[config.mk]
export PLATFORM = sky130hd
export DESIGN_NAME = apms_sequencer
export DESIGN_NICKNAME = d
export VERILOG_FILES = /design/src/hw/apms_pkg.sv /design/src/hw/apms_sequencer.sv /design/src/hw/apms_timer.sv
export VERILOG_INCLUDE_DIRS = /design/src /design/src/hw
export SDC_FILE = /design/constraint.sdc
export NUM_CORES = 1
export LEC_CHECK = 0
export BUFFER_PORTS_ARGS = -buffer_cell sky130_fd_sc_hd__clkbuf_2
export CELL_PAD_IN_SITES_DETAIL_PLACEMENT = 0
export CELL_PAD_IN_SITES_GLOBAL_PLACEMENT = 1
export CORE_ASPECT_RATIO = 0.8
export CORE_MARGIN = 5
export CORE_UTILIZATION = 45
export DETAILED_ROUTE_END_ITERATION = 8
export PLACE_DENSITY_LB_ADDON = 0.1
export REMOVE_ABC_BUFFERS = 1
export SLEW_MARGIN = 15
export SYNTH_ARGS = -nofsm -noshare
export SYNTH_HDL_FRONTEND = slang
export SYNTH_HIERARCHICAL = 1
export SYNTH_SLANG_ARGS = --single-unit
[constraint.sdc]
create_clock -name CLK_IN -period 2.66 [get_ports CLK_IN]
set_input_delay 0.532 -clock CLK_IN [delete_from_list [all_inputs] [get_ports CLK_IN]]
set_output_delay 0.532 -clock CLK_IN [all_outputs]
set_load 0.005 [all_outputs]
[src/hw/apms_regs.svh]
// Timing counts and field positions for the ADC power mode sequencer
`ifndef APMS_REGS_SVH
`define APMS_REGS_SVH

`define APMS_CLK_MHZ 100
// Power management field bit positions
`define APMS_PM_LOW_BIT 0
`define APMS_PM_HIGH_BIT 1
`define APMS_PM_RESET 2'h0
// Power-on timeout and calibration, each half of the total (ms)
`define APMS_POR_TIMEOUT_MS 32
`define APMS_POR_CAL_MS 32
`define APMS_POR_TIMEOUT_CYC (`APMS_POR_TIMEOUT_MS * 1000 * `APMS_CLK_MHZ)
`define APMS_POR_CAL_CYC (`APMS_POR_CAL_MS * 1000 * `APMS_CLK_MHZ)
// Wake-up from full power-down (ns)
`define APMS_WAKE_NS 5000
`define APMS_WAKE_CYC ((`APMS_WAKE_NS * `APMS_CLK_MHZ + 999) / 1000)
// Conversion time (ns), standard variant
`define APMS_CONV_NS 4600
`define APMS_CONV_CYC ((`APMS_CONV_NS * `APMS_CLK_MHZ + 999) / 1000)

`endif

[src/hw/apms_pkg.sv]
// Types for the ADC power mode sequencer
package apms_pkg;
    typedef enum logic [1:0] {
        APMS_MODE_NORMAL,
        APMS_MODE_FULL_PD_AFTER,
        APMS_MODE_FULL_PD,
        APMS_MODE_PART_PD_AFTER
    } apms_mode_e;

    typedef enum {
        ST_POR_IDLE,
        ST_POR_TIMEOUT,
        ST_POR_WAIT_CAL,
        ST_POR_CAL,
        ST_IDLE,
        ST_ASLEEP,
        ST_WAKING,
        ST_CONVERT
    } apms_state_e;
endpackage

[src/hw/apms_sequencer.sv]
// Power mode sequencer for a sampling ADC
`timescale 1ns/10ps
`include "apms_regs.svh"
module apms_sequencer
    import apms_pkg::*;
#(
    parameter int POR_TIMEOUT_CYC = `APMS_POR_TIMEOUT_CYC,
    parameter int POR_CAL_CYC = `APMS_POR_CAL_CYC
)
(
    input wire logic CLK_IN,
    input wire logic ARST_N_IN,
    input wire logic CONVERT_START_STROBE_IN,
    input wire logic CTRL_WRITE_IN,
    input wire logic POWER_MODE_HIGH_BIT_IN,
    input wire logic POWER_MODE_LOW_BIT_IN,
    output logic BUSY_OUT,
    output logic CORE_POWER_ON_OUT,
    output logic REF_POWER_ON_OUT,
    output logic CAL_ACTIVE_OUT,
    output logic CONV_DONE_OUT
);
    localparam logic [31:0] WAKE_CYC = 32'(`APMS_WAKE_CYC);
    localparam logic [31:0] CONV_CYC = 32'(`APMS_CONV_CYC);

    // ========================================================
    // Strobe edges and mode register
    apms_state_e state_r;
    apms_state_e state_nxt;
    apms_mode_e mode_r;
    apms_mode_e mode_nxt;
    logic strobe_d_r;
    logic busy_r;
    logic busy_nxt;
    logic core_r;
    logic core_nxt;
    logic ref_r;
    logic ref_nxt;
    logic cal_r;
    logic cal_nxt;
    logic done_r;
    logic done_nxt;
    logic tmr_load;
    logic [31:0] tmr_count;
    logic tmr_busy;
    logic tmr_done;
    logic strobe_rise;
    logic strobe_fall;
    logic [31:0] wake_cnt_r;
    logic [31:0] wake_cnt_nxt;

    assign strobe_rise = CONVERT_START_STROBE_IN && !strobe_d_r;
    assign strobe_fall = !CONVERT_START_STROBE_IN && strobe_d_r;

    always_comb
    begin
        mode_nxt = mode_r;
        if (CTRL_WRITE_IN)
        begin
            mode_nxt = apms_mode_e'({POWER_MODE_HIGH_BIT_IN, POWER_MODE_LOW_BIT_IN});
        end
    end

    apms_timer u_timer
    (
        .clk_in(CLK_IN),
        .arst_n_in(ARST_N_IN),
        .load_in(tmr_load),
        .count_in(tmr_count),
        .busy_out(tmr_busy),
        .done_out(tmr_done)
    );

    // ========================================================
    // Sequencer
    always_comb
    begin
        state_nxt = state_r;
        busy_nxt = busy_r;
        cal_nxt = 1'b0;
        done_nxt = 1'b0;
        tmr_load = 1'b0;
        tmr_count = 32'h0;
        unique case (state_r)
            ST_POR_IDLE:
            begin
                if (CTRL_WRITE_IN)
                begin
                    state_nxt = ST_IDLE;
                end
                else if (strobe_rise)
                begin
                    state_nxt = ST_POR_TIMEOUT;
                    busy_nxt = 1'b1;
                    tmr_load = 1'b1;
                    tmr_count = 32'(POR_TIMEOUT_CYC);
                end
            end
            ST_POR_TIMEOUT:
            begin
                if (tmr_done)
                begin
                    busy_nxt = 1'b0;
                    state_nxt = ST_POR_WAIT_CAL;
                end
            end
            ST_POR_WAIT_CAL:
            begin
                if (strobe_rise)
                begin
                    state_nxt = ST_POR_CAL;
                    busy_nxt = 1'b1;
                    cal_nxt = 1'b1;
                    tmr_load = 1'b1;
                    tmr_count = 32'(POR_CAL_CYC);
                end
            end
            ST_POR_CAL:
            begin
                cal_nxt = !tmr_done;
                if (tmr_done)
                begin
                    busy_nxt = 1'b0;
                    state_nxt = ST_IDLE;
                end
            end
            ST_IDLE:
            begin
                if (mode_r == APMS_MODE_FULL_PD)
                begin
                    state_nxt = ST_ASLEEP;
                end
                else if (strobe_rise)
                begin
                    state_nxt = ST_CONVERT;
                    busy_nxt = 1'b1;
                    tmr_load = 1'b1;
                    tmr_count = CONV_CYC;
                end
            end
            ST_ASLEEP:
            begin
                if (strobe_fall && mode_r != APMS_MODE_FULL_PD)
                begin
                    state_nxt = ST_WAKING;
                    tmr_load = 1'b1;
                    tmr_count = WAKE_CYC;
                end
                else if (mode_r == APMS_MODE_NORMAL)
                begin
                    state_nxt = ST_WAKING;
                    tmr_load = 1'b1;
                    tmr_count = WAKE_CYC;
                end
            end
            ST_WAKING:
            begin
                // Strobe rising early is lost: host holds it low long enough
                if (tmr_done)
                begin
                    state_nxt = ST_IDLE;
                end
            end
            ST_CONVERT:
            begin
                if (tmr_done)
                begin
                    busy_nxt = 1'b0;
                    done_nxt = 1'b1;
                    if (mode_r == APMS_MODE_FULL_PD_AFTER || mode_r == APMS_MODE_PART_PD_AFTER
                        || mode_r == APMS_MODE_FULL_PD)
                    begin
                        state_nxt = ST_ASLEEP;
                    end
                    else
                    begin
                        state_nxt = ST_IDLE;
                    end
                end
            end
        endcase
    end

    // ========================================================
    // Power switches
    always_comb
    begin
        core_nxt = !(state_nxt == ST_ASLEEP);
        ref_nxt = !(state_nxt == ST_ASLEEP && mode_nxt != APMS_MODE_PART_PD_AFTER);
    end

    always_ff @(posedge CLK_IN or negedge ARST_N_IN)
    begin
        if (!ARST_N_IN)
        begin
            state_r <= ST_POR_IDLE;
            mode_r <= APMS_MODE_NORMAL;
            // Strobe idles high; matching it avoids a false edge
            strobe_d_r <= 1'b1;
            busy_r <= 1'b0;
            core_r <= 1'b1;
            ref_r <= 1'b1;
            cal_r <= 1'b0;
            done_r <= 1'b0;
        end
        else
        begin
            state_r <= state_nxt;
            mode_r <= mode_nxt;
            strobe_d_r <= CONVERT_START_STROBE_IN;
            busy_r <= busy_nxt;
            core_r <= core_nxt;
            ref_r <= ref_nxt;
            cal_r <= cal_nxt;
            done_r <= done_nxt;
        end
    end

    assign BUSY_OUT = busy_r;
    assign CORE_POWER_ON_OUT = core_r;
    assign REF_POWER_ON_OUT = ref_r;
    assign CAL_ACTIVE_OUT = cal_r;
    assign CONV_DONE_OUT = done_r;

    // ========================================================
    // Checks
    // Wake length counter, only read by the checks below
    always_comb
    begin
        wake_cnt_nxt = 32'h0;
        if (state_r == ST_WAKING)
        begin
            wake_cnt_nxt = wake_cnt_r + 32'h1;
        end
    end

    always_ff @(posedge CLK_IN or negedge ARST_N_IN)
    begin
        if (!ARST_N_IN)
        begin
            wake_cnt_r <= 32'h0;
        end
        else
        begin
            wake_cnt_r <= wake_cnt_nxt;
        end
    end

    chk_busy_done_fall: assert property (@(posedge CLK_IN) disable iff (!ARST_N_IN)
        CONV_DONE_OUT |-> !BUSY_OUT && $past(BUSY_OUT))
        else $error("Conversion done without busy falling");
    chk_full_ref_off: assert property (@(posedge CLK_IN) disable iff (!ARST_N_IN)
        (!CORE_POWER_ON_OUT && mode_r == APMS_MODE_FULL_PD && $stable(mode_r)) |-> !REF_POWER_ON_OUT)
        else $error("Reference on in full power-down");
    chk_part_ref_on: assert property (@(posedge CLK_IN) disable iff (!ARST_N_IN)
        (mode_r == APMS_MODE_PART_PD_AFTER && $stable(mode_r)) |-> REF_POWER_ON_OUT)
        else $error("Reference off in partial power-down");
    chk_auto_sleep: assert property (@(posedge CLK_IN) disable iff (!ARST_N_IN)
        (CONV_DONE_OUT && mode_r == APMS_MODE_FULL_PD_AFTER && $stable(mode_r)) |-> !CORE_POWER_ON_OUT)
        else $error("No power-down after conversion");
    chk_strobe_ignored: assert property (@(posedge CLK_IN) disable iff (!ARST_N_IN)
        (state_r == ST_CONVERT && !tmr_done) |=> state_r == ST_CONVERT)
        else $error("Strobe taken while busy");
    chk_early_write: assert property (@(posedge CLK_IN) disable iff (!ARST_N_IN)
        (state_r == ST_POR_IDLE && CTRL_WRITE_IN) |=> state_r == ST_IDLE && !BUSY_OUT)
        else $error("Early write did not cancel calibration");
    chk_cal_kept: assert property (@(posedge CLK_IN) disable iff (!ARST_N_IN)
        (state_r == ST_POR_CAL && !tmr_done) |=> BUSY_OUT)
        else $error("Calibration aborted");
    chk_wake_time: assert property (@(posedge CLK_IN) disable iff (!ARST_N_IN)
        (state_r == ST_ASLEEP && state_nxt == ST_WAKING) |=> state_r == ST_WAKING [*8])
        else $error("Wake shorter than expected");
    chk_first_strobe: assert property (@(posedge CLK_IN) disable iff (!ARST_N_IN)
        (state_r == ST_POR_IDLE && strobe_rise && !CTRL_WRITE_IN) |=> BUSY_OUT && state_r == ST_POR_TIMEOUT)
        else $error("First strobe did not start timeout");
    chk_mode_decode: assert property (@(posedge CLK_IN) disable iff (!ARST_N_IN)
        CTRL_WRITE_IN |=> mode_r[1] == $past(POWER_MODE_HIGH_BIT_IN) && mode_r[0] == $past(POWER_MODE_LOW_BIT_IN))
        else $error("Mode bits not decoded");
    chk_rise_converts: assert property (@(posedge CLK_IN) disable iff (!ARST_N_IN)
        (state_r == ST_IDLE && strobe_rise && mode_r != APMS_MODE_FULL_PD) |=> BUSY_OUT && state_r == ST_CONVERT)
        else $error("Rising strobe did not start conversion");
    chk_soft_wake: assert property (@(posedge CLK_IN) disable iff (!ARST_N_IN)
        (state_r == ST_ASLEEP && mode_r == APMS_MODE_NORMAL) |=> state_r == ST_WAKING && CORE_POWER_ON_OUT)
        else $error("Software power-up did not start wake");
    chk_wake_length: assert property (@(posedge CLK_IN) disable iff (!ARST_N_IN)
        (state_r == ST_WAKING && state_nxt == ST_IDLE) |-> wake_cnt_r == WAKE_CYC)
        else $error("Wake time differs from the set length");
    chk_timer_running: assert property (@(posedge CLK_IN) disable iff (!ARST_N_IN)
        (state_r == ST_CONVERT || state_r == ST_WAKING) |-> tmr_busy || tmr_done)
        else $error("Timed state without a running timer");
endmodule

[src/hw/apms_timer.sv]
// Loadable down-counter with a done pulse
`timescale 1ns/10ps
module apms_timer
(
    input wire logic clk_in,
    input wire logic arst_n_in,
    input wire logic load_in,
    input wire logic [31:0] count_in,
    output logic busy_out,
    output logic done_out
);
    logic [31:0] cnt_r;
    logic [31:0] cnt_nxt;
    logic done_r;
    logic done_nxt;

    always_comb
    begin
        cnt_nxt = cnt_r;
        done_nxt = 1'b0;
        if (load_in)
        begin
            cnt_nxt = count_in;
        end
        else if (cnt_r != 32'h0)
        begin
            cnt_nxt = cnt_r - 32'h1;
            done_nxt = (cnt_r == 32'h1);
        end
    end

    always_ff @(posedge clk_in or negedge arst_n_in)
    begin
        if (!arst_n_in)
        begin
            cnt_r <= 32'h0;
            done_r <= 1'b0;
        end
        else
        begin
            cnt_r <= cnt_nxt;
            done_r <= done_nxt;
        end
    end

    assign busy_out = (cnt_r != 32'h0);
    assign done_out = done_r;
endmodule

==> Flow_metrics.wiki <==
{| class="wikitable"
! Metric !! Value
|-
| Final period util || 0.9190
|-
| Maximum vdd ir drop || between 0.3 and 0.4 mV
|-
| Height of the die || 94.21 um
|-
| Clock-pin slew on the worst setup and hold paths || roughly 0.08 ns
|-
| Static power due to leakage || approximately 1.9 nW
|-
| Global placement routability congestion || between 0.7 and 0.8
|-
| Antenna violations before repair || 0
|-
| Post-Route WL || between 8000 and 9000 um
|-
| WP data arrival || about 2.7 ns
|-
| RSZ-0062 raised after global routing || no
|-
| Share of async-settable or async-resettable flops after synthesis || 1.000
|-
| Post-synth EDFFs || 0
|-
| Overflow after GRT || 0
|-
| Hold buffer count at cts || 0
|-
| Number of unique standard cell types used by synthesis || just over 70
|-
| Commonest non-fill, non-tap cell in the layout || sky130_fd_sc_hd__dfrtp_1
|-
| Top FF cell, synth || sky130_fd_sc_hd__dfrtp_1
|-
| Source-to-sink clock delay at the later pin of the worst-skew pair || approximately 0.35 ns
|-
| Vias after detailed routing || 3100
|-
| Number of storage elements in the synthesis netlist || 73
|-
| TritonCTS sink count || 73
|-
| Crit path required time || roughly 2.9 ns
|-
| Yosys warnings || 6
|-
| Proportion of netlist area held by the largest area contributor || 0.4391
|-
| Area of combinational cells with multiple inputs || ~2100 um2
|-
| Width of the die || 115.3 um
|-
| Drt first pass iters || 4
|-
| Max-slew violations || 0
|-
| Kind of critical path || reg -> reg
|-
| Floorplan Core Area || about 8600 um2
|-
| Final setup violation count || 0
|-
| Remaining max-slew budget at the tightest pin || 0.3682
|-
| Number of max-capacitance violations reported || 0
|-
| Die area || approximately 11000 um2
|-
| Non-Filler Cell Area, Final || ~4500 um2
|-
| I/O pin count || 11
|-
| Final worst-path setup slack || 0.2155 ns
|-
| Buffer cell driving the clock tree root || sky130_fd_sc_hd__clkbuf_8
|-
| CTS tree || done
|-
| Starting density of the core || 0.4661
|-
| Synthesis-to-layout area growth || 13.83%
|-
| Share of layout cells above drive strength 1 || 0.2432
|-
| Placed wire-length estimate || approximately 5900 um
|-
| Largest net degree at the start of global routing || between 70 and 80
|-
| Maximum level of the CTS H-tree || 3
|-
| Most area-hungry cell type in the Yosys netlist || sky130_fd_sc_hd__dfrtp_1
|-
| Worst hold path type || in -> async
|-
| Post-route DRC || 0
|-
| Skew final || about 0.012 ns
|-
| Pwr per Cell Area || around 650 nW/um2
|-
| Element type at the critical path end || flip-flop
|-
| Maximum clock rate || around 410 MHz
|-
| Initial DRC Count || 192
|-
| Status || finished clean
|-
| Leading cell types in the layout, fill and taps excluded || sky130_fd_sc_hd__dfrtp_1 (70), sky130_fd_sc_hd__nand2_1 (29), sky130_fd_sc_hd__and2_2 (25)
|-
| Detailed-route wire length per cell || ~16 um
|-
| Std cell rows || 30
|-
| Buffer count from post-CTS setup fixing || 0
|-
| Number of buffers inserted during clock tree synthesis || 9
|-
| Post-DRT Antenna Nets || 0
|-
| Placed cell areas || 4312 um2
|-
| Biggest fanout along the worst timing path || 10
|-
| Worst-case reg-to-reg path depth || 8
|-
| Sequential fraction of the synthesis area || 0.4589
|-
| Pre-CTS WS || between 0.15 and 0.2 ns
|-
| Wire length of the first global-routing pass || between 15000 and 20000 um
|-
| Final hold vios || 0
|-
| Synthesized instance count || 396
|-
| Maximum root-to-sink buffer count || 2
|-
| Shortest clock period the worst path allows after layout || roughly 2.4 ns
|-
| Layout net count || approximately 440
|-
| Detail-routed via count per cell || 5.616
|-
| Worst Max-Slew Pin Slew || ~0.95 ns
|-
| Count of input and output buffers || 10
|-
| Leading cell types by total area after synthesis || sky130_fd_sc_hd__dfrtp_1 (44%), sky130_fd_sc_hd__and2_2 (4.7%), sky130_fd_sc_hd__nand2_1 (2.7%), sky130_fd_sc_hd__nor4_1 (2.7%), sky130_fd_sc_hd__a21oi_1 (2.4%)
|-
| Cell area after synthesis || ~4000 um2
|-
| Antenna Diode Count || 0
|-
| Count of cells resized by post-cts repair || 0
|-
| Sequential standard cell area || approximately 1800 um2
|-
| Startpoint type of the worst setup path || flip-flop
|-
| Avg Inst Size Synth || just over 10 um2
|-
| Global Route Usage Sum || 0.1791
|-
| Worst Hold Margin || 0.3060 ns
|-
| Vias in the first global route || approximately 3000
|-
| Filler cell count || around 800
|}
==> logic make-up after synthesis <==
logic type,Yosys count,share of synthesized area
fa+ha+maj,2,0.006273
other cells,1,0.0009401
flops,73,0.4589
simple gates,181,0.2924
buf+inv,40,0.04768
xor+xnor,5,0.01098
compound gates,90,0.1716
mux,4,0.01129
==> per-stage QoR <==
step	utilization	setup TNS (ns)	power [mW]	cells
after global placement	0.5038	0	1.953	536
after floorplan	-	-77.67	1.788	393
final	0.5306	0	2.936	552
after global routing	0.5306	0	3.117	552
after CTS	0.5298	0	2.959	552
after detailed placement	0.5038	0	1.963	536
==> path summary, 6_finish.rpt <==
kind,slack [ns],endpoint,from
worst max-delay path,0.22,u_timer/cnt_r[23],state_r[28]
worst min-delay path,0.31,mode_r[1],ARST_N_IN
worst max register to register,0.22,u_timer/cnt_r[23],state_r[28]
worst min register to register,0.49,state_r[13],state_r[13]
max in group asynchronous,1.72,state_r[18],ARST_N_IN
min in group CLK_IN,0.31,strobe_d_r,CONVERT_START_STROBE_IN
==> state kept, by name (all words and copies together) (netlist names) <==
| name | flops |
|---|---|
| CONV_DONE_OUT | 1 |
| u_timer/cnt_r | 32 |
| BUSY_OUT | 1 |
| strobe_d_r | 1 |
| state_r | 32 |
| u_timer/done_out | 1 |
| CAL_ACTIVE_OUT | 1 |
| CORE_POWER_ON_OUT | 1 |
| mode_r | 2 |
| REF_POWER_ON_OUT | 1 |
==> power by group <==
group | leakage (nW) | internal, mW | switching [mW]
clock network | 0.111 | 0.582 | 0.408
registers | 0.904 | 1.24 | 0.199
logic | 0.867 | 0.241 | 0.261
total | 1.88 | 2.07 | 0.868
==> routing by layer <==
| metal | global-route usage | wire [um] | vias to the layer above |
|---|---|---|---|
| li1 | - | - | 1542 |
| met1 | 0.2661 | 4614 | 1502 |
| met2 | 0.2601 | 3810 | 52 |
| met3 | 0.04314 | 301 | 4 |
| met4 | 0.04399 | 57 | 0 |
| met5 | 0 | 0 | - |
==> layout make-up <==
| type | count | share of cell area |
|---|---|---|
| Multi-Input combinational cell | 301 | 0.4522 |
| Clock buffer | 14 | 0.03582 |
| Sequential cell | 73 | 0.4031 |
| Timing Repair Buffer | 31 | 0.04905 |
| Tap cell | 112 | 0.03086 |
| Inverter | 19 | 0.01571 |
| Clock inverter | 2 | 0.01323 |
==> critical path: stages (launching register included) <==
cell and delay (ns):
sky130_fd_sc_hd__dfrtp_1 0.38, sky130_fd_sc_hd__nor4_1 0.36, sky130_fd_sc_hd__nand4_1 0.25, sky130_fd_sc_hd__or2_4 0.32, sky130_fd_sc_hd__a21oi_4 0.16, sky130_fd_sc_hd__clkinv_1 0.22
sky130_fd_sc_hd__buf_4 0.24, sky130_fd_sc_hd__and4_2 0.21, sky130_fd_sc_hd__a2111oi_2 0.20
==> synthesized netlist by cell type (5+ instances only) <==
cell and n:
sky130_fd_sc_hd__a31oi_1 9, sky130_fd_sc_hd__inv_1 17, sky130_fd_sc_hd__and2_2 25, sky130_fd_sc_hd__nor4_1 17
sky130_fd_sc_hd__and2_1 11, sky130_fd_sc_hd__a21oi_1 19, sky130_fd_sc_hd__a2111oi_2 5, sky130_fd_sc_hd__nand4_1 7
sky130_fd_sc_hd__nor3_1 10, sky130_fd_sc_hd__nand3_1 9, sky130_fd_sc_hd__nand2_1 29, sky130_fd_sc_hd__clkbuf_1 9
sky130_fd_sc_hd__nor2_1 21, sky130_fd_sc_hd__buf_2 5, sky130_fd_sc_hd__a311oi_1 5, sky130_fd_sc_hd__or4_1 6
sky130_fd_sc_hd__o21ai_0 14, sky130_fd_sc_hd__nand2b_1 6, sky130_fd_sc_hd__dfrtp_1 70, sky130_fd_sc_hd__o31ai_1 7
Power figures use the tool's default switching activity.
